**config.mk**
```make
export PLATFORM = sky130hd
export DESIGN_NAME = deframer_lane_sync_control
export DESIGN_NICKNAME = d
export VERILOG_FILES = /design/src/rtl/deframer_lane_sync_control.v /design/src/rtl/lane_char_replace.v
export VERILOG_INCLUDE_DIRS = /design/src /design/src/common
export SDC_FILE = /design/constraint.sdc
export NUM_CORES = 1
export LEC_CHECK = 0
export ABC_CLOCK_PERIOD_IN_PS = 2200
export BUFFER_PORTS_ARGS = -buffer_cell sky130_fd_sc_hd__buf_2
export CORE_MARGIN = 5
export CORE_UTILIZATION = 52
export CTS_BUF_LIST = sky130_fd_sc_hd__clkbuf_4 sky130_fd_sc_hd__clkbuf_8
export CTS_CLUSTER_DIAMETER = 120
export DETAILED_ROUTE_END_ITERATION = 10
export HOLD_SLACK_MARGIN = 0.06
export MAX_ROUTING_LAYER = met4
export PLACE_DENSITY = 0.82
export SLEW_MARGIN = 0
export SYNTH_ARGS = -nofsm -noshare
export SYNTH_HDL_FRONTEND = slang
export SYNTH_SLANG_ARGS = --single-unit
```
**constraint.sdc**
```tcl
create_clock -name mclk_i -period 2.2 [get_ports mclk_i]
set_clock_uncertainty 0.05 [all_clocks]
set_input_delay 0.55 -clock mclk_i [delete_from_list [all_inputs] [get_ports mclk_i]]
set_output_delay 0.55 -clock mclk_i [all_outputs]
set_load 0.03 [all_outputs]
```
**src/common/deframer_map.vh**
```
/*
 * deframer_map.vh: register offsets, bit positions, reset values and the
 * symbol codes used by the deframer lane sync control block.
 * assumes: included by bare name from the design files.
 */
`ifndef DEFRAMER_MAP_VH
`define DEFRAMER_MAP_VH

// register indices; 0x475 is not word aligned, so the bus byte address is index * 4
`define REG_IDX_DEFRAMER_CONTROL_0 12'h475
`define REG_IDX_SYNC_STATUS 12'h476
`define REG_IDX_IRQ_STATUS 12'h477
`define REG_IDX_IRQ_MASK 12'h478
`define ADDR_W 14

// deframer_control_0 fields
`define CTRL_RX_DISABLE_BIT 7
`define CTRL_REPLACE_DISABLE_BIT 6
`define CTRL_SKIP_ILAS_BIT 4
`define CTRL_SOFT_RESET_BIT 3
`define CTRL_RESET 8'h00

// sync status fields
`define SYNC_LANE0_BIT 0
`define SYNC_LANE1_BIT 1
`define SYNC_RESET 8'h00

// irq status / mask fields
`define IRQ_LANE0_LOST_BIT 0
`define IRQ_LANE1_LOST_BIT 1
`define IRQ_LANE0_GAINED_BIT 2
`define IRQ_LANE1_GAINED_BIT 3
`define IRQ_RESET 4'h0

// control character codes (k flag carried separately)
`define CHAR_K28_0 8'h1c
`define CHAR_K28_3 8'h7c
`define CHAR_K28_7 8'hfc

`define RESP_OKAY 2'h0
`define RESP_SLVERR 2'h2

`endif

```
**src/rtl/deframer_lane_sync_control.v**
```verilog
/*
 * deframer_lane_sync_control.v: control and status registers of a two-lane
 * serial deframer, an axi4-lite slave, sync tracking and character replace.
 * assumes: one clock mclk_i, synchronous active-high rst_i; lane sync inputs
 * come from another domain and are synchronised here.
 */
// Decided for this implementation: the AXI4-Lite slave port.
// Behaviour
// - lane 0 sync status bit, read only, reset 0
// - receiver disable bit 7 turns receiver off
// - replace disable bit 6 stops a/f substitution
// - bit 3 holds deframer core in soft reset
// - lane 1 sync status bit at bit 1
`timescale 1ns/1ps
`default_nettype none
`include "deframer_map.vh"

module deframer_lane_sync_control #(
  parameter LANES = 2,
  parameter OCTETS_PER_FRAME = 2
) (
  input wire mclk_i,
  input wire rst_i,
  input wire [`ADDR_W-1:0] s_axi_awaddr_i,
  input wire s_axi_awvalid_i,
  output reg s_axi_awready_o,
  input wire [31:0] s_axi_wdata_i,
  input wire [3:0] s_axi_wstrb_i,
  input wire s_axi_wvalid_i,
  output reg s_axi_wready_o,
  output reg [1:0] s_axi_bresp_o,
  output reg s_axi_bvalid_o,
  input wire s_axi_bready_i,
  input wire [`ADDR_W-1:0] s_axi_araddr_i,
  input wire s_axi_arvalid_i,
  output reg s_axi_arready_o,
  output reg [31:0] s_axi_rdata_o,
  output reg [1:0] s_axi_rresp_o,
  output reg s_axi_rvalid_o,
  input wire s_axi_rready_i,
  input wire [LANES-1:0] lane_sync_i,
  input wire [LANES-1:0] lane_valid_i,
  input wire [8*LANES-1:0] lane_data_i,
  input wire [LANES-1:0] lane_is_k_i,
  input wire [LANES-1:0] lane_frame_end_i,
  output reg [LANES-1:0] lane_valid_o,
  output reg [8*LANES-1:0] lane_data_o,
  output reg [LANES-1:0] lane_is_k_o,
  output reg receiver_enable_o,
  output reg deframer_core_reset_o,
  output reg skip_initial_alignment_sequence_o,
  output reg irq_o
);

  localparam [`ADDR_W-1:0] ADDR_CTRL = {`REG_IDX_DEFRAMER_CONTROL_0, 2'b00};
  localparam [`ADDR_W-1:0] ADDR_SYNC = {`REG_IDX_SYNC_STATUS, 2'b00};
  localparam [`ADDR_W-1:0] ADDR_IRQ_STATUS = {`REG_IDX_IRQ_STATUS, 2'b00};
  localparam [`ADDR_W-1:0] ADDR_IRQ_MASK = {`REG_IDX_IRQ_MASK, 2'b00};

  reg [7:0] deframer_control_0;
  reg [3:0] irq_status;
  reg [3:0] irq_mask;
  reg [LANES-1:0] sync_meta;
  reg [LANES-1:0] sync_stable;
  reg [LANES-1:0] sync_prev;
  reg [7:0] sync_status;

  // write channel latches
  reg aw_held;
  reg w_held;
  reg [`ADDR_W-1:0] aw_addr;
  reg [31:0] w_data;
  reg [3:0] w_strb;

  wire core_run;
  wire [LANES-1:0] rep_valid;
  wire [8*LANES-1:0] rep_data;
  wire [LANES-1:0] rep_is_k;
  wire wr_fire;
  wire rd_fire;
  wire irq_read;
  wire [3:0] irq_events;
  wire [`ADDR_W-1:0] wr_addr;
  wire [31:0] wr_data;
  wire [3:0] wr_strb;

  // the core runs only out of soft reset and with the receiver enabled
  assign core_run = !deframer_control_0[`CTRL_SOFT_RESET_BIT] &&
    !deframer_control_0[`CTRL_RX_DISABLE_BIT];

  genvar g;
  generate
    for (g = 0; g < LANES; g = g + 1) begin : lane
      lane_char_replace #(
        .OCTETS_PER_FRAME(OCTETS_PER_FRAME)
      ) u_replace (
        .mclk_i(mclk_i),
        .rst_i(rst_i),
        .enable_i(core_run),
        .replace_disable_i(deframer_control_0[`CTRL_REPLACE_DISABLE_BIT]),
        .valid_i(lane_valid_i[g]),
        .data_i(lane_data_i[8*g +: 8]),
        .is_k_i(lane_is_k_i[g]),
        .frame_end_i(lane_frame_end_i[g]),
        .valid_o(rep_valid[g]),
        .data_o(rep_data[8*g +: 8]),
        .is_k_o(rep_is_k[g])
      );
    end
  endgenerate

  // sync inputs come from the link side: two flops before use
  always @(posedge mclk_i) begin
    if (rst_i) begin
      sync_meta <= {LANES{1'b0}};
      sync_stable <= {LANES{1'b0}};
      sync_prev <= {LANES{1'b0}};
      sync_status <= `SYNC_RESET;
    end else begin
      sync_meta <= lane_sync_i;
      sync_stable <= sync_meta;
      sync_prev <= sync_stable;
      // status reads 0 while the core is held off, since no lane can be aligned then
      sync_status[`SYNC_LANE0_BIT] <= core_run & sync_stable[0];
      sync_status[`SYNC_LANE1_BIT] <= core_run & sync_stable[1];
    end
  end

  assign irq_events[`IRQ_LANE0_LOST_BIT] = sync_prev[0] & ~sync_stable[0];
  assign irq_events[`IRQ_LANE1_LOST_BIT] = sync_prev[1] & ~sync_stable[1];
  assign irq_events[`IRQ_LANE0_GAINED_BIT] = ~sync_prev[0] & sync_stable[0];
  assign irq_events[`IRQ_LANE1_GAINED_BIT] = ~sync_prev[1] & sync_stable[1];

  // write path: address and data accepted in either order
  assign wr_addr = aw_held ? aw_addr : s_axi_awaddr_i;
  assign wr_data = w_held ? w_data : s_axi_wdata_i;
  assign wr_strb = w_held ? w_strb : s_axi_wstrb_i;
  assign wr_fire = (aw_held || s_axi_awvalid_i) && (w_held || s_axi_wvalid_i) && !s_axi_bvalid_o;
  assign rd_fire = s_axi_arvalid_i && s_axi_arready_o;
  assign irq_read = rd_fire && (s_axi_araddr_i == ADDR_IRQ_STATUS);

  always @(posedge mclk_i) begin
    if (rst_i) begin
      s_axi_awready_o <= 1'b0;
      s_axi_wready_o <= 1'b0;
      s_axi_bvalid_o <= 1'b0;
      s_axi_bresp_o <= `RESP_OKAY;
      aw_held <= 1'b0;
      w_held <= 1'b0;
      aw_addr <= {`ADDR_W{1'b0}};
      w_data <= 32'h00000000;
      w_strb <= 4'h0;
      deframer_control_0 <= `CTRL_RESET;
      irq_mask <= `IRQ_RESET;
    end else begin
      s_axi_awready_o <= !aw_held && !s_axi_awready_o && s_axi_awvalid_i && !s_axi_bvalid_o;
      s_axi_wready_o <= !w_held && !s_axi_wready_o && s_axi_wvalid_i && !s_axi_bvalid_o;
      if (s_axi_awvalid_i && s_axi_awready_o) begin
        aw_held <= 1'b1;
        aw_addr <= s_axi_awaddr_i;
      end
      if (s_axi_wvalid_i && s_axi_wready_o) begin
        w_held <= 1'b1;
        w_data <= s_axi_wdata_i;
        w_strb <= s_axi_wstrb_i;
      end
      if (aw_held && w_held && !s_axi_bvalid_o) begin
        aw_held <= 1'b0;
        w_held <= 1'b0;
        s_axi_bvalid_o <= 1'b1;
        s_axi_bresp_o <= `RESP_OKAY;
        if (aw_addr == ADDR_CTRL) begin
          if (w_strb[0])
            deframer_control_0 <= w_data[7:0];
        end else if (aw_addr == ADDR_IRQ_MASK) begin
          if (w_strb[0])
            irq_mask <= w_data[3:0];
        end else if (aw_addr != ADDR_SYNC && aw_addr != ADDR_IRQ_STATUS) begin
          s_axi_bresp_o <= `RESP_SLVERR;
        end
      end else if (s_axi_bvalid_o && s_axi_bready_i) begin
        s_axi_bvalid_o <= 1'b0;
      end
    end
  end

  // read path
  always @(posedge mclk_i) begin
    if (rst_i) begin
      s_axi_arready_o <= 1'b0;
      s_axi_rvalid_o <= 1'b0;
      s_axi_rdata_o <= 32'h00000000;
      s_axi_rresp_o <= `RESP_OKAY;
    end else begin
      s_axi_arready_o <= !s_axi_arready_o && s_axi_arvalid_i && !s_axi_rvalid_o;
      if (rd_fire) begin
        s_axi_rvalid_o <= 1'b1;
        s_axi_rresp_o <= `RESP_OKAY;
        case (s_axi_araddr_i)
          ADDR_CTRL: s_axi_rdata_o <= {24'h000000, deframer_control_0};
          ADDR_SYNC: s_axi_rdata_o <= {24'h000000, sync_status};
          ADDR_IRQ_STATUS: s_axi_rdata_o <= {28'h0000000, irq_status};
          ADDR_IRQ_MASK: s_axi_rdata_o <= {28'h0000000, irq_mask};
          default: begin
            s_axi_rdata_o <= 32'h00000000;
            s_axi_rresp_o <= `RESP_SLVERR;
          end
        endcase
      end else if (s_axi_rvalid_o && s_axi_rready_i) begin
        s_axi_rvalid_o <= 1'b0;
      end
    end
  end

  // sticky events; a new event in the clearing cycle survives the read
  always @(posedge mclk_i) begin
    if (rst_i) begin
      irq_status <= `IRQ_RESET;
      irq_o <= 1'b0;
    end else begin
      irq_status <= (irq_read ? 4'h0 : irq_status) | irq_events;
      irq_o <= |(((irq_read ? 4'h0 : irq_status) | irq_events) & irq_mask);
    end
  end

  // registered outputs toward the core and the lanes
  always @(posedge mclk_i) begin
    if (rst_i) begin
      receiver_enable_o <= 1'b0;
      deframer_core_reset_o <= 1'b1;
      skip_initial_alignment_sequence_o <= 1'b0;
      lane_valid_o <= {LANES{1'b0}};
      lane_data_o <= {8*LANES{1'b0}};
      lane_is_k_o <= {LANES{1'b0}};
    end else begin
      receiver_enable_o <= !deframer_control_0[`CTRL_RX_DISABLE_BIT];
      deframer_core_reset_o <= deframer_control_0[`CTRL_SOFT_RESET_BIT];
      skip_initial_alignment_sequence_o <= deframer_control_0[`CTRL_SKIP_ILAS_BIT];
      lane_valid_o <= rep_valid;
      lane_data_o <= rep_data;
      lane_is_k_o <= rep_is_k;
    end
  end

  // unused wr_* helpers kept off: writes commit from the held copies
  wire unused_ok = &{1'b0, wr_fire, wr_addr[0], wr_data[0], wr_strb[0]};

endmodule // deframer_lane_sync_control
`default_nettype wire

```
**src/rtl/lane_char_replace.v**
```verilog
/*
 * lane_char_replace.v: per-lane stage that restores data octets in place of
 * /A/ and /F/ alignment characters at frame and multiframe ends.
 * assumes: mclk_i domain; lane octets arrive already 8b/10b decoded.
 */
`timescale 1ns/1ps
`default_nettype none
`include "deframer_map.vh"

module lane_char_replace #(
  parameter OCTETS_PER_FRAME = 2
) (
  input wire mclk_i,
  input wire rst_i,
  input wire enable_i,
  input wire replace_disable_i,
  input wire valid_i,
  input wire [7:0] data_i,
  input wire is_k_i,
  input wire frame_end_i,
  output reg valid_o,
  output reg [7:0] data_o,
  output reg is_k_o
);

  reg [7:0] last_octet;
  reg [7:0] next_data;
  reg next_is_k;
  wire align_char;

  assign align_char = is_k_i && frame_end_i &&
    (data_i == `CHAR_K28_3 || data_i == `CHAR_K28_7);

  always @* begin
    next_data = data_i;
    next_is_k = is_k_i;
    // alignment char at frame end stands for a repeat of the previous frame's last octet
    if (align_char && !replace_disable_i) begin
      next_data = last_octet;
      next_is_k = 1'b0;
    end
  end

  always @(posedge mclk_i) begin
    if (rst_i || !enable_i) begin
      valid_o <= 1'b0;
      data_o <= 8'h00;
      is_k_o <= 1'b0;
      last_octet <= 8'h00;
    end else begin
      valid_o <= valid_i;
      if (valid_i) begin
        data_o <= next_data;
        is_k_o <= next_is_k;
        if (frame_end_i)
          last_octet <= next_data;
      end
    end
  end

endmodule // lane_char_replace
`default_nettype wire
```
==> summary.md, run 1 <==
| Metric | Value |
|---|---|
| Final min period | `approximately 1.8 ns` |
| Comb power frac | `8.6%` |
| Share of synthesized registers carrying an async set or reset | `0%` |
| Power Internal | `3.703 mW` |
| Clock root buffer master | `clkbuf_8` |
| Register area share after synthesis | `51.48%` |
| Min-delay src | `lane_sync_i[1]` |
| Worst EP required | `roughly 2.4 ns` |
| Clock Tree Buf Depth | `2` |
| Uppermost routed layer | `met4` |
| EDFF count, synth | `0` |
| Die height | `106.3 um` |
| Clk slew on worst S/H paths | `0.07 ns` |
| Setup TNS | `0 ns` |
| Switch Pwr | `approximately 1.1 mW` |
| Final nets | `720` |
| Max-slew violation count | `0` |
| Worst Hold Path EP | `sync_meta[1]` |
| Cts bufs inserted | `17` |
| Hold path depth | `2` |
| Worst setup SP type | `flop` |
| DR pass1 iterations | `5` |
| Yosys reg bits | `around 120` |
| I/O pins | `160` |
| IO buf count | `106` |
| Top Family by Delay on Critical Path | `simple AND/OR/NAND/NOR gates` |
| Critical path depth | `5` |
| Total of max-cap violations | `0` |
| M1 WL | `4850 um` |
| Status | `finished, final reports clean` |
| Total Power | `slightly below 5 mW` |
| Synth Warn # | `0` |
| Post-synth top cells | `dfxtp_1, nand2_1, a21oi_1, o21ai_0, nor2b_1` |
| R2R Setup Slk | `0.37 ns` |
| Synth top area share | `51.48%` |
| Drt wl/cell | `15.06 um` |
| Post-CTS setup buffers | `0` |
| Worst stage delay on the critical path | `0.44 ns` |
| Number of global-route vias before repair | `3,848` |
| Largest net degree at the start of global routing | `38` |
| Die width | `106.3 um` |
| Top FF cell, synth | `dfxtp_1` |
| Clock Latency Late Sink | `approximately 0.4 ns` |
| Antenna-violating nets left | `0` |
| Crit-path max FO | `9` |
| Met2 wire len | `5607 um` |
| Yosys cell types | `49` |
| Via count | `4,069` |
| Antenna diodes | `0` |
| Post-cts sizing count | `0` |
| Sequential Power Share | `48.9%` |
| Synth area leader | `dfxtp_1` |
| First-iteration detailed-routing DRC count | `193` |
| Core ar. | `9153 um^2` |
| RSZ-0062 raised after global routing | `false` |
| CP Capture Type | `flop` |
| Hold-fix buffers, CTS | `0` |
| Via/cell ratio | `5.447` |
| Worst path slowest cell | `nor4bb_1` |
| Sw frac | `around a quarter` |
| Fmax | `547.1 MHz` |
| Layout cell share with drive strength beyond 1 | `26.42%` |
| Die Area | `11,300 um^2` |
| Worst R2R End | `irq_mask[2]` |
| H-tree depth | `4` |
| Post-synthesis cell count | `525` |
| Most numerous cell in the Yosys netlist | `dfxtp_1` |
| Crit path kind | `reg -> reg` |
| First-pass GRT wire length | `18,230 um` |
| Initial antenna violation count | `0` |
| Remaining DRCs | `0` |
| GRT Residual Overflow | `0` |
| Worst path bufs/invs | `1` |
| Leak | `2.331 nW` |
| TritonCTS clock tree | `built` |
| Synth top area cells | `dfxtp_1, a21oi_1, nand2_1` |
| Cell Rows | `35` |
| Worst VDD drop | `between 0.0004 and 0.0005 V` |
| Register-to-Register Path Depth | `5` |
| Initial Utilization | `52.69%` |
| Area grow syn2layout | `19.36%` |
| HPWL after DPL | `8224 um` |
| Period utilisation layout | `83.08%` |
| Worst path arrival time | `2.05 ns` |
| GRT Total Usage | `20.45%` |
| CP Cell Sequence | `nor4bb_1 -> nand4_1 -> buf_4 -> o21ai_0 -> a21oi_1` |
| Placer Congestion | `between 0.9 and 1` |
| Worst min path class | `in -> reg` |
| Synthesized area | `4822 um^2` |
| RR Startpoint | `aw_addr[7]` |
| Hold violation count in the final report | `0` |
| Clock Power Share | `approximately 43%` |
| Pwr dens | `842.9 nW/um^2` |
| Sink Count | `124` |
| Avg Cell Area, Syn | `9.185 um^2` |
| Met3 WL | `between 500 and 600 um` |
| Final wirelength | `11,250 um` |
| Finish-stage setup viols | `0` |
## kinds of logic after synthesis
kind of cell | count (synthesis) | share of synthesized area (%)
flops | 124 | 51.48
other cells | 1 | 0.07777
buf+inv | 63 | 7.006
simple gates | 195 | 22.34
compound gates | 137 | 17.93
mux | 5 | 1.168
## registers in the layout, summed over array words and instances, names as in the netlist, 2 cells and up
register and flops:
lane.u_replace.is_k_o 2, sync_prev 2, s_axi_rdata_o 8, lane.u_replace.data_o 16, lane.u_replace.valid_o 2, irq_mask 4
sync_meta 2, lane_is_k_o 2, deframer_control_0 8, lane_data_o 16, lane.u_replace.last_octet 16, irq_status 4
aw_addr 14, lane_valid_o 2, w_data 8, sync_stable 2, sync_status 2
## power by group through the flow
stage          sequential (mW)  combinational (mW)  clock (mW)
6_report                  2.37               0.415        2.06
2_1_floorplan             2.46               0.268           0
5_1_grt                   2.38               0.453        2.23
3_3_place_gp              2.42               0.401           0
4_1_cts                   2.37               0.414        2.11
3_5_place_dp              2.42               0.411           0
## metal layers
layer,up-vias,global-route usage [%]
met3,19,5.039
li1,2006,-
met1,1920,24.92
met5,-,-
met2,124,33.48
met4,0,6.475
## metrics by stage
stage	std cells	util (%)	hold WS [ns]	area [um^2]	setup slack, ns
floorplan	550	-	0.3636	4916	0.1692
global placement	717	58.35	0.3688	5340	0.05700
detailed placement	717	58.35	0.3772	5340	0.02479
CTS	747	62.88	0.2816	5756	0.4365
global route	747	62.88	0.2720	5756	0.2421
finish	747	62.88	0.2988	5756	0.3723
## cell usage in the layout, fill, tap and decap left out, types with 3 or more instances in the layout
master and instances:
nand4_1 19, bufinv_16 4, a21oi_1 59, inv_1 6
or3_1 4, nand3_1 4, a22oi_1 8, nand2_1 71
nor3_1 5, a31oi_1 4, clkinv_2 3, and2_1 8
o211ai_1 10, nand2b_1 13, o21ai_0 33, clkinvlp_4 4
clkbuf_8 17, nor4b_1 4, o221a_2 8, dfxtp_1 124
conb_1 26, mux2_2 5, buf_2 106, nor2_1 14
buf_4 6, nor2b_1 31
## worst max path at each step
stage	from	end	slack [ns]
CTS	s_axi_arready_o	s_axi_arready_o	0.44
detailed placement	s_axi_araddr_i[13]	irq_status[1]	0.02
global route	aw_addr[7]	irq_mask[2]	0.24
global placement	s_axi_araddr_i[13]	irq_status[0]	0.06
floorplan	s_axi_araddr_i[13]	irq_status[0]	0.17
finish	aw_addr[7]	irq_mask[2]	0.37
## cell type report
type / instances / area (um^2)
Clock inverter: 12 / 173.9
Timing Repair Buffer: 113 / 595.6
Tap cell: 111 / 138.9
Fill cell: 767 / 3397
Clock buffer: 18 / 241.5
Sequential cell: 124 / 2482
Multi-Input combinational cell: 363 / 2101
Inverter: 6 / 22.52
No activity file was read; power rests on OpenSTA's default activity.
==> run 2, diff against run 1 <==
--- a/config.mk
+++ b/config.mk
@@ -6,7 +6,8 @@
 export SDC_FILE = /design/constraint.sdc
 export NUM_CORES = 1
 export LEC_CHECK = 0
-export ABC_CLOCK_PERIOD_IN_PS = 2200
+export ABC_AREA = 1
+export ABC_CLOCK_PERIOD_IN_PS = 1690
 export BUFFER_PORTS_ARGS = -buffer_cell sky130_fd_sc_hd__buf_2
 export CORE_MARGIN = 5
 export CORE_UTILIZATION = 52
==> constraint.sdc (replaced) <==
create_clock -name mclk_i -period 1.69 [get_ports mclk_i]
set_clock_uncertainty 0.05 [all_clocks]
set_input_delay 0.4225 -clock mclk_i [delete_from_list [all_inputs] [get_ports mclk_i]]
set_output_delay 0.4225 -clock mclk_i [all_outputs]
set_load 0.03 [all_outputs]
==> summary.md, run 2 <==
| Metric | Value |
|---|---|
| TritonCTS clock tree | `built` |
| Crit-path max FO | `11 (+2)` |
| Antenna-violating nets left | `0 (unchanged)` |
| H-tree depth | `4 (unchanged)` |
| Final wirelength | `11,380 um (+1.1%)` |
| Worst EP required | `1.92 ns (-0.51 ns)` |
| Pwr dens | `1053 nW/um^2 (+25%)` |
| Clock Tree Buf Depth | `2 (unchanged)` |
| Top flop regs | `lane.u_replace.data_o: 16 flops, lane.u_replace.last_octet: 16 flops, lane_data_o: 16 flops` |
| Synth Warn # | `0 (unchanged)` |
| Worst R2R End | `deframer_control_0[3]` |
| Worst setup SP type | `flop` |
| Worst path arrival time | `1.79 ns (-0.26 ns)` |
| Status | `finished, final reports clean` |
| Cts bufs inserted | `17 (unchanged)` |
| Initial antenna violation count | `0 (unchanged)` |
| Worst min path class | `in -> reg` |
| RR Startpoint | `aw_addr[7]` |
| Max-slew violation count | `0 (unchanged)` |
| Worst path slowest cell | `dfxtp_1` |
| Yosys cell types | `30 (-39%)` |
| CP Capture Type | `flop` |
| Post-synth top cells | `dfxtp_1, nor2_1, nand2_1, inv_1` |
| Multi-input gate area | `1954 um^2 (-7.0%)` |
| Total of max-cap violations | `0 (unchanged)` |
| Synthesized area | `4913 um^2 (+1.9%)` |
| Largest net degree at the start of global routing | `53 (+39%)` |
| Final nets | `856 (+19%)` |
| Drt wl/cell | `12.60 um (-16%)` |
| DR pass1 iterations | `8 (+3)` |
| Via count | `4,453 (+9.4%)` |
| Die Area | `11,490 um^2 (+1.7%)` |
| IO buf count | `106 (unchanged)` |
| HPWL after DPL | `8161 um (-0.76%)` |
| GRT Residual Overflow | `0 (unchanged)` |
| GRT Total Usage | `20.37% (-0.081 points)` |
| Total Power | `6.266 mW (+29%)` |
| Initial Utilization | `53.18% (+0.49 points)` |
| Die width | `107.2 um (+0.85%)` |
| Synth top area share | `50.52% (-0.96 points)` |
| Final min period | `1.554 ns (-0.2742 ns)` |
| Synth top area cells | `dfxtp_1, nor2_1, nand2_1` |
| Yosys reg bits | `124 (unchanged)` |
| Worst VDD drop | `0.0005941 V (+29%)` |
| Clock root buffer master | `clkbuf_8` |
| R2R Setup Slk | `0.14 ns (-0.24 ns)` |
| Via/cell ratio | `4.931 (-9.5%)` |
| Remaining DRCs | `0 (unchanged)` |
| I/O pins | `160 (unchanged)` |
| Period utilisation layout | `91.93% (+8.8 points)` |
| Post-synthesis cell count | `643 (+22%)` |
| Clock Latency Late Sink | `0.41 ns (about the same)` |
| Die height | `107.2 um (+0.85%)` |
| Antenna diodes | `0 (unchanged)` |
| Number of global-route vias before repair | `4,366 (+13%)` |
| Commonest non-fill, non-tap cell in the layout | `dfxtp_1` |
| CP Cell Sequence | `nand2_1 -> inv_2 -> nand3_1 -> or2_4 -> nor2_8 -> nand2_2 -> nor2_1 -> a211oi_2` |
| EDFF count, synth | `0 (unchanged)` |
| Register area share after synthesis | `50.52% (-0.96 points)` |
| Highest-count cells in the layout ignoring fill and taps | `dfxtp_1, nor2_1, buf_2` |
| Placer Congestion | `0.9544 (+4.7%)` |
| Register area | `2482 um^2 (unchanged)` |
| Most numerous cell in the Yosys netlist | `dfxtp_1` |
| Crit path kind | `reg -> reg` |
| Hold path depth | `3 (+1)` |
| Hold violation count in the final report | `0 (unchanged)` |
| Cell Rows | `35 (unchanged)` |
| Worst stage delay on the critical path | `0.34 ns (-0.10 ns)` |
| Leak | `2.804 nW (+20%)` |
| RSZ-0062 raised after global routing | `false` |
| Synth area leader | `dfxtp_1` |
| Final core occ | `64.41% (+1.5 points)` |
| Share of synthesized registers carrying an async set or reset | `0% (unchanged)` |
| Clk slew on worst S/H paths | `0.07 ns (about the same)` |
| Critical path endpoint | `deframer_control_0[3]` |
| Worst setup path start | `aw_addr[7]` |
| Finish-stage setup viols | `0 (unchanged)` |
| Post-CTS setup buffers | `0 (unchanged)` |
| Core ar. | `9240 um^2 (+0.96%)` |
| Top FF cell, synth | `dfxtp_1` |
| First-iteration detailed-routing DRC count | `264 (+37%)` |
| Avg Cell Area, Syn | `7.641 um^2 (-17%)` |
| First-pass GRT wire length | `18,570 um (+1.9%)` |
| Area grow syn2layout | `21.14%` |
| Layout cell share with drive strength beyond 1 | `22.61% (-3.8 points)` |
| Sink Count | `124 (unchanged)` |
| Fmax | `643.7 MHz (+18%)` |
| Layout fillers | `789 (+2.9%)` |
| Register-to-Register Path Depth | `8 (+3)` |
run 2: cell count changes after synthesis, sizes merged, moves of 6 or more:
cell	before	now
nor2b	31	0
nand2	71	89
nand2b	13	0
nor2	14	114
o221a	8	0
nand3	4	46
clkbuf	25	16
inv	6	73
a22oi	8	0
o211ai	10	0
and2	8	0
nand4	19	13
o21ai	33	54
run 2: worst max-delay path, delay by kind of cell (launching register included):
family          cells  cell delay [ns]
simple gates        6             0.94
flops               1             0.34
compound gates      1             0.05
buf+inv             1             0.05
run 2: power breakdown:
part           switching (mW)  internal (mW)  total (mW)
clock network            1.16           1.39        2.55
logic                   0.414          0.193       0.607
registers              0.0580           3.05        3.11
run 2: per-stage QoR:
| step | worst slack, ns | std cells | setup TNS (ns) | area (um^2) | hold slack (ns) |
|---|---|---|---|---|---|
| 2_1_floorplan | 0.1662 | 668 | 0 | 5007 | 0.3383 |
| 3_3_place_gp | 0.01144 | 871 | 0 | 5540 | 0.3450 |
| 3_5_place_dp | -0.05882 | 871 | -0.2190 | 5540 | 0.3488 |
| 4_1_cts | 0.07755 | 903 | 0 | 5946 | 0.1522 |
| 5_1_grt | 0.008176 | 903 | 0 | 5952 | 0.1422 |
| 6_report | 0.1365 | 903 | 0 | 5952 | 0.1704 |
run 2: metal layers:
layer	routed length, um	vias to the layer above	track usage (%)
met1	4595	2023	21.79
met3	650	28	4.455
met4	282	0	10.32
met5	0	-	-
met2	5852	157	35.43
li1	-	2245	-
run 2: cell type report:
class                           instances  share of cell area (%)
Clock buffer                           19                   4.394
Clock inverter                         13                   2.417
Tap cell                              129                   2.712
Multi-Input combinational cell        420                   32.84
Sequential cell                       124                   41.71
Inverter                               76                   4.793
Timing Repair Buffer                  122                   11.14
run 2: cell families (layout without fill, tap and decap cells):
kind of cell    count (synthesis)  in the layout  share of synthesized area [%]
simple gates                  280            280                          25.39
flops                         124            124                          50.52
buf+inv                       124            230                          11.74
compound gates                113            113                          12.07
other cells                     1             26                        0.07632
mux                             1              1                         0.2037
run 2: timing repair:
action / 4_1_cts / 5_1_grt
gates resized for setup: 0 / 1
hold buffers: 0 / 0
endpoints found under the hold margin: 0 / 0
setup endpoints to repair: 0 / 4
run 2: worst min path at each step:
stage / from / endpoint / slack (ns)
after floorplan: lane[0].u_replace.valid_o / lane_valid_o[0] / 0.34
after CTS: lane_sync_i[1] / sync_meta[1] / 0.15
final: lane_sync_i[1] / sync_meta[1] / 0.17
after global routing: lane_sync_i[1] / sync_meta[1] / 0.14
after detailed placement: lane[0].u_replace.valid_o / lane_valid_o[0] / 0.35
after global placement: lane[0].u_replace.valid_o / lane_valid_o[0] / 0.35
==> run 3, diff against run 2 <==
--- a/config.mk
+++ b/config.mk
@@ -8,15 +8,16 @@
 export LEC_CHECK = 0
 export ABC_AREA = 1
 export ABC_CLOCK_PERIOD_IN_PS = 1690
-export BUFFER_PORTS_ARGS = -buffer_cell sky130_fd_sc_hd__buf_2
 export CORE_MARGIN = 5
-export CORE_UTILIZATION = 52
+export CORE_UTILIZATION = 65
 export CTS_BUF_LIST = sky130_fd_sc_hd__clkbuf_4 sky130_fd_sc_hd__clkbuf_8
 export CTS_CLUSTER_DIAMETER = 120
 export DETAILED_ROUTE_END_ITERATION = 10
+export DONT_BUFFER_PORTS = 1
 export HOLD_SLACK_MARGIN = 0.06
 export MAX_ROUTING_LAYER = met4
-export PLACE_DENSITY = 0.82
+export PLACE_DENSITY = 0.81
+export REMOVE_ABC_BUFFERS = 1
 export SLEW_MARGIN = 0
 export SYNTH_ARGS = -nofsm -noshare
 export SYNTH_HDL_FRONTEND = slang
==> summary.md, run 3 (synthesis gave the netlist of run 2 again) <==
| Metric | Value |
|---|---|
| Total of max-cap violations | `0 (unchanged)` |
| Clk slew on worst S/H paths | `0.08 ns (about the same)` |
| Commonest non-fill, non-tap cell in the layout | `dfxtp_1` |
| Worst min path class | `in -> reg` |
| Initial antenna violation count | `0 (unchanged)` |
| H-tree depth | `4 (unchanged)` |
| Final min period | `1.592 ns (+0.03892 ns)` |
| IO buf count | `0 (-100%)` |
| Slew headroom | `between 60% and 70%` |
| Leak | `2.384 nW (-15%)` |
| Worst-margin pin slew | `0.5043 ns` |
| Crit path kind | `reg -> reg` |
| Top flop regs | `lane.u_replace.data_o: 16 flops, lane.u_replace.last_octet: 16 flops, lane_data_o: 16 flops` |
| Status | `finished, final reports clean` |
| Area grow syn2layout | `11.18%` |
| Final nets | `756 (-12%)` |
| Setup ws final | `0.09754 ns (-0.03892 ns)` |
| Via/cell ratio | `5.242 (+6.3%)` |
| Drt wl/cell | `13.78 um (+9.3%)` |
| Layout cell share with drive strength beyond 1 | `10.09% (-13 points)` |
| Initial Utilization | `67.38% (+14 points)` |
| Final core occ | `74.91% (+10 points)` |
| Largest net degree at the start of global routing | `52 (-1.9%)` |
| Cts bufs inserted | `17 (unchanged)` |
| Sink Count | `124 (unchanged)` |
| Worst VDD drop | `0.0006722 V (+13%)` |
| Core ar. | `7292 um^2 (-21%)` |
| Pwr dens | `1154 nW/um^2 (+9.6%)` |
| Placer Congestion | `0.8843 (-7.3%)` |
| Cell Rows | `31 (-11%)` |
| First-pass GRT wire length | `17,360 um (-6.5%)` |
| GRT Total Usage | `23.15% (+2.8 points)` |
| Antenna-violating nets left | `0 (unchanged)` |
| Die height | `96.95 um (-9.6%)` |
| I/O pins | `160 (unchanged)` |
| Highest-count cells in the layout ignoring fill and taps | `dfxtp_1, nor2_1, nand2_1` |
| Crit-path max FO | `4 (-7)` |
| Worst setup path start | `deframer_control_0[6]` |
| Worst setup SP type | `flop` |
| GRT Residual Overflow | `0 (unchanged)` |
| CP Capture Type | `flop` |
| Die width | `96.95 um (-9.6%)` |
| Worst EP required | `1.94 ns (+0.02 ns)` |
| Worst path arrival time | `1.84 ns (+0.05 ns)` |
| Min-delay src | `lane_data_i[5]` |
| Max-slew violation count | `0 (unchanged)` |
| Remaining DRCs | `0 (unchanged)` |
| Hold violation count in the final report | `0 (unchanged)` |
| Die Area | `9398 um^2 (-18%)` |
| Number of global-route vias before repair | `3,834 (-12%)` |
| TritonCTS clock tree | `built` |
| Clock Tree Buf Depth | `2 (unchanged)` |
| Via count | `4,052 (-9.0%)` |
| RSZ-0062 raised after global routing | `false` |
| HPWL after DPL | `7585 um (-7.1%)` |
| Period utilisation layout | `94.23% (+2.3 points)` |
| Antenna diodes | `0 (unchanged)` |
| Placed cell count | `733 (-16%)` |
| Clock Latency Late Sink | `0.42 ns (about the same)` |
| Clock root buffer master | `clkbuf_8` |
| Finish-stage setup viols | `0 (unchanged)` |
| RR Startpoint | `deframer_control_0[6]` |
| R2R Setup Slk | `0.1 ns (-0.04 ns)` |
| Worst hold margin | `0.1070 ns (-0.06334 ns)` |
| DR pass1 iterations | `5 (-3)` |
| Final wirelength | `10,650 um (-6.4%)` |
| First-iteration detailed-routing DRC count | `147 (-44%)` |
| Dpl ws | `0.08108 ns (+0.1399 ns)` |
| Fmax | `628.0 MHz (-2.4%)` |
| Finished Layout Cells | `773 (-14%)` |
## run 3: changes by cell type in the layout (fill, tap and decap cells not counted), sizes merged
cell         previous run  this run
clkbuf                 19        17
dlygate4sd3             0         7
clkinv                  7         8
clkinvlp                7         3
inv                    73        77
buf                   122        15
bufinv                  2         3
## run 3: per-stage QoR
stage               total power [mW]  instance area, um^2  TNS, ns
global route                   6.560                 5463        0
detailed placement             3.621                 4945        0
floorplan                      3.529                 4716   -2.273
global placement               3.593                 4945        0
finish                         6.305                 5463        0
CTS                            6.347                 5456        0
## run 3: cell type report
class / count / area [um^2]
well taps: 99 / 123.9
flip-flops and latches: 124 / 2482
clock buffers: 17 / 234.0
inverters: 76 / 285.3
repair buffers: 22 / 195.2
fillers: 549 / 1829
multi-input cells: 420 / 1954
clock inverters: 15 / 187.7
## run 3: power by group
| part | switching, mW | internal, mW |
|---|---|---|
| registers | 0.115 | 3.05 |
| clock network | 1.22 | 1.48 |
| logic | 0.307 | 0.129 |
## run 3: metal layers
metal	wire length (um)	global-route usage, %	vias up	share of wire [%]
li1	-	-	2054	-
met1	4275	26.24	1808	40
met2	5135	37.79	172	48
met3	1066	7.554	18	10
met4	174	9.395	0	1.6
met5	0	-	-	0
## run 3: worst max-delay path: stages (launching register included)
cell	delay [ns]
dfxtp_1	0.35
inv_1	0.11
nand2_1	0.10
nor2_1	0.14
nand3_1	0.18
buf_4	0.20
o21ai_0	0.22
a21oi_1	0.12
## run 3: worst paths after layout
check,to,depth (start not counted)
worst max register to register,lane[0].u_replace.data_o[3],7
worst min register to register,sync_stable[1],2
worst min-delay path,lane[0].u_replace.last_octet[5],2
worst max-delay path,lane[0].u_replace.data_o[3],7
## run 3: timing repair
item | 4_1_cts | 5_1_grt
buffers inserted | 0 | 0
resized for setup | 0 | 3
hold buffers | 8 | 0
setup endpoints to repair | 0 | 7
hold endpoints to repair | 64 | 0
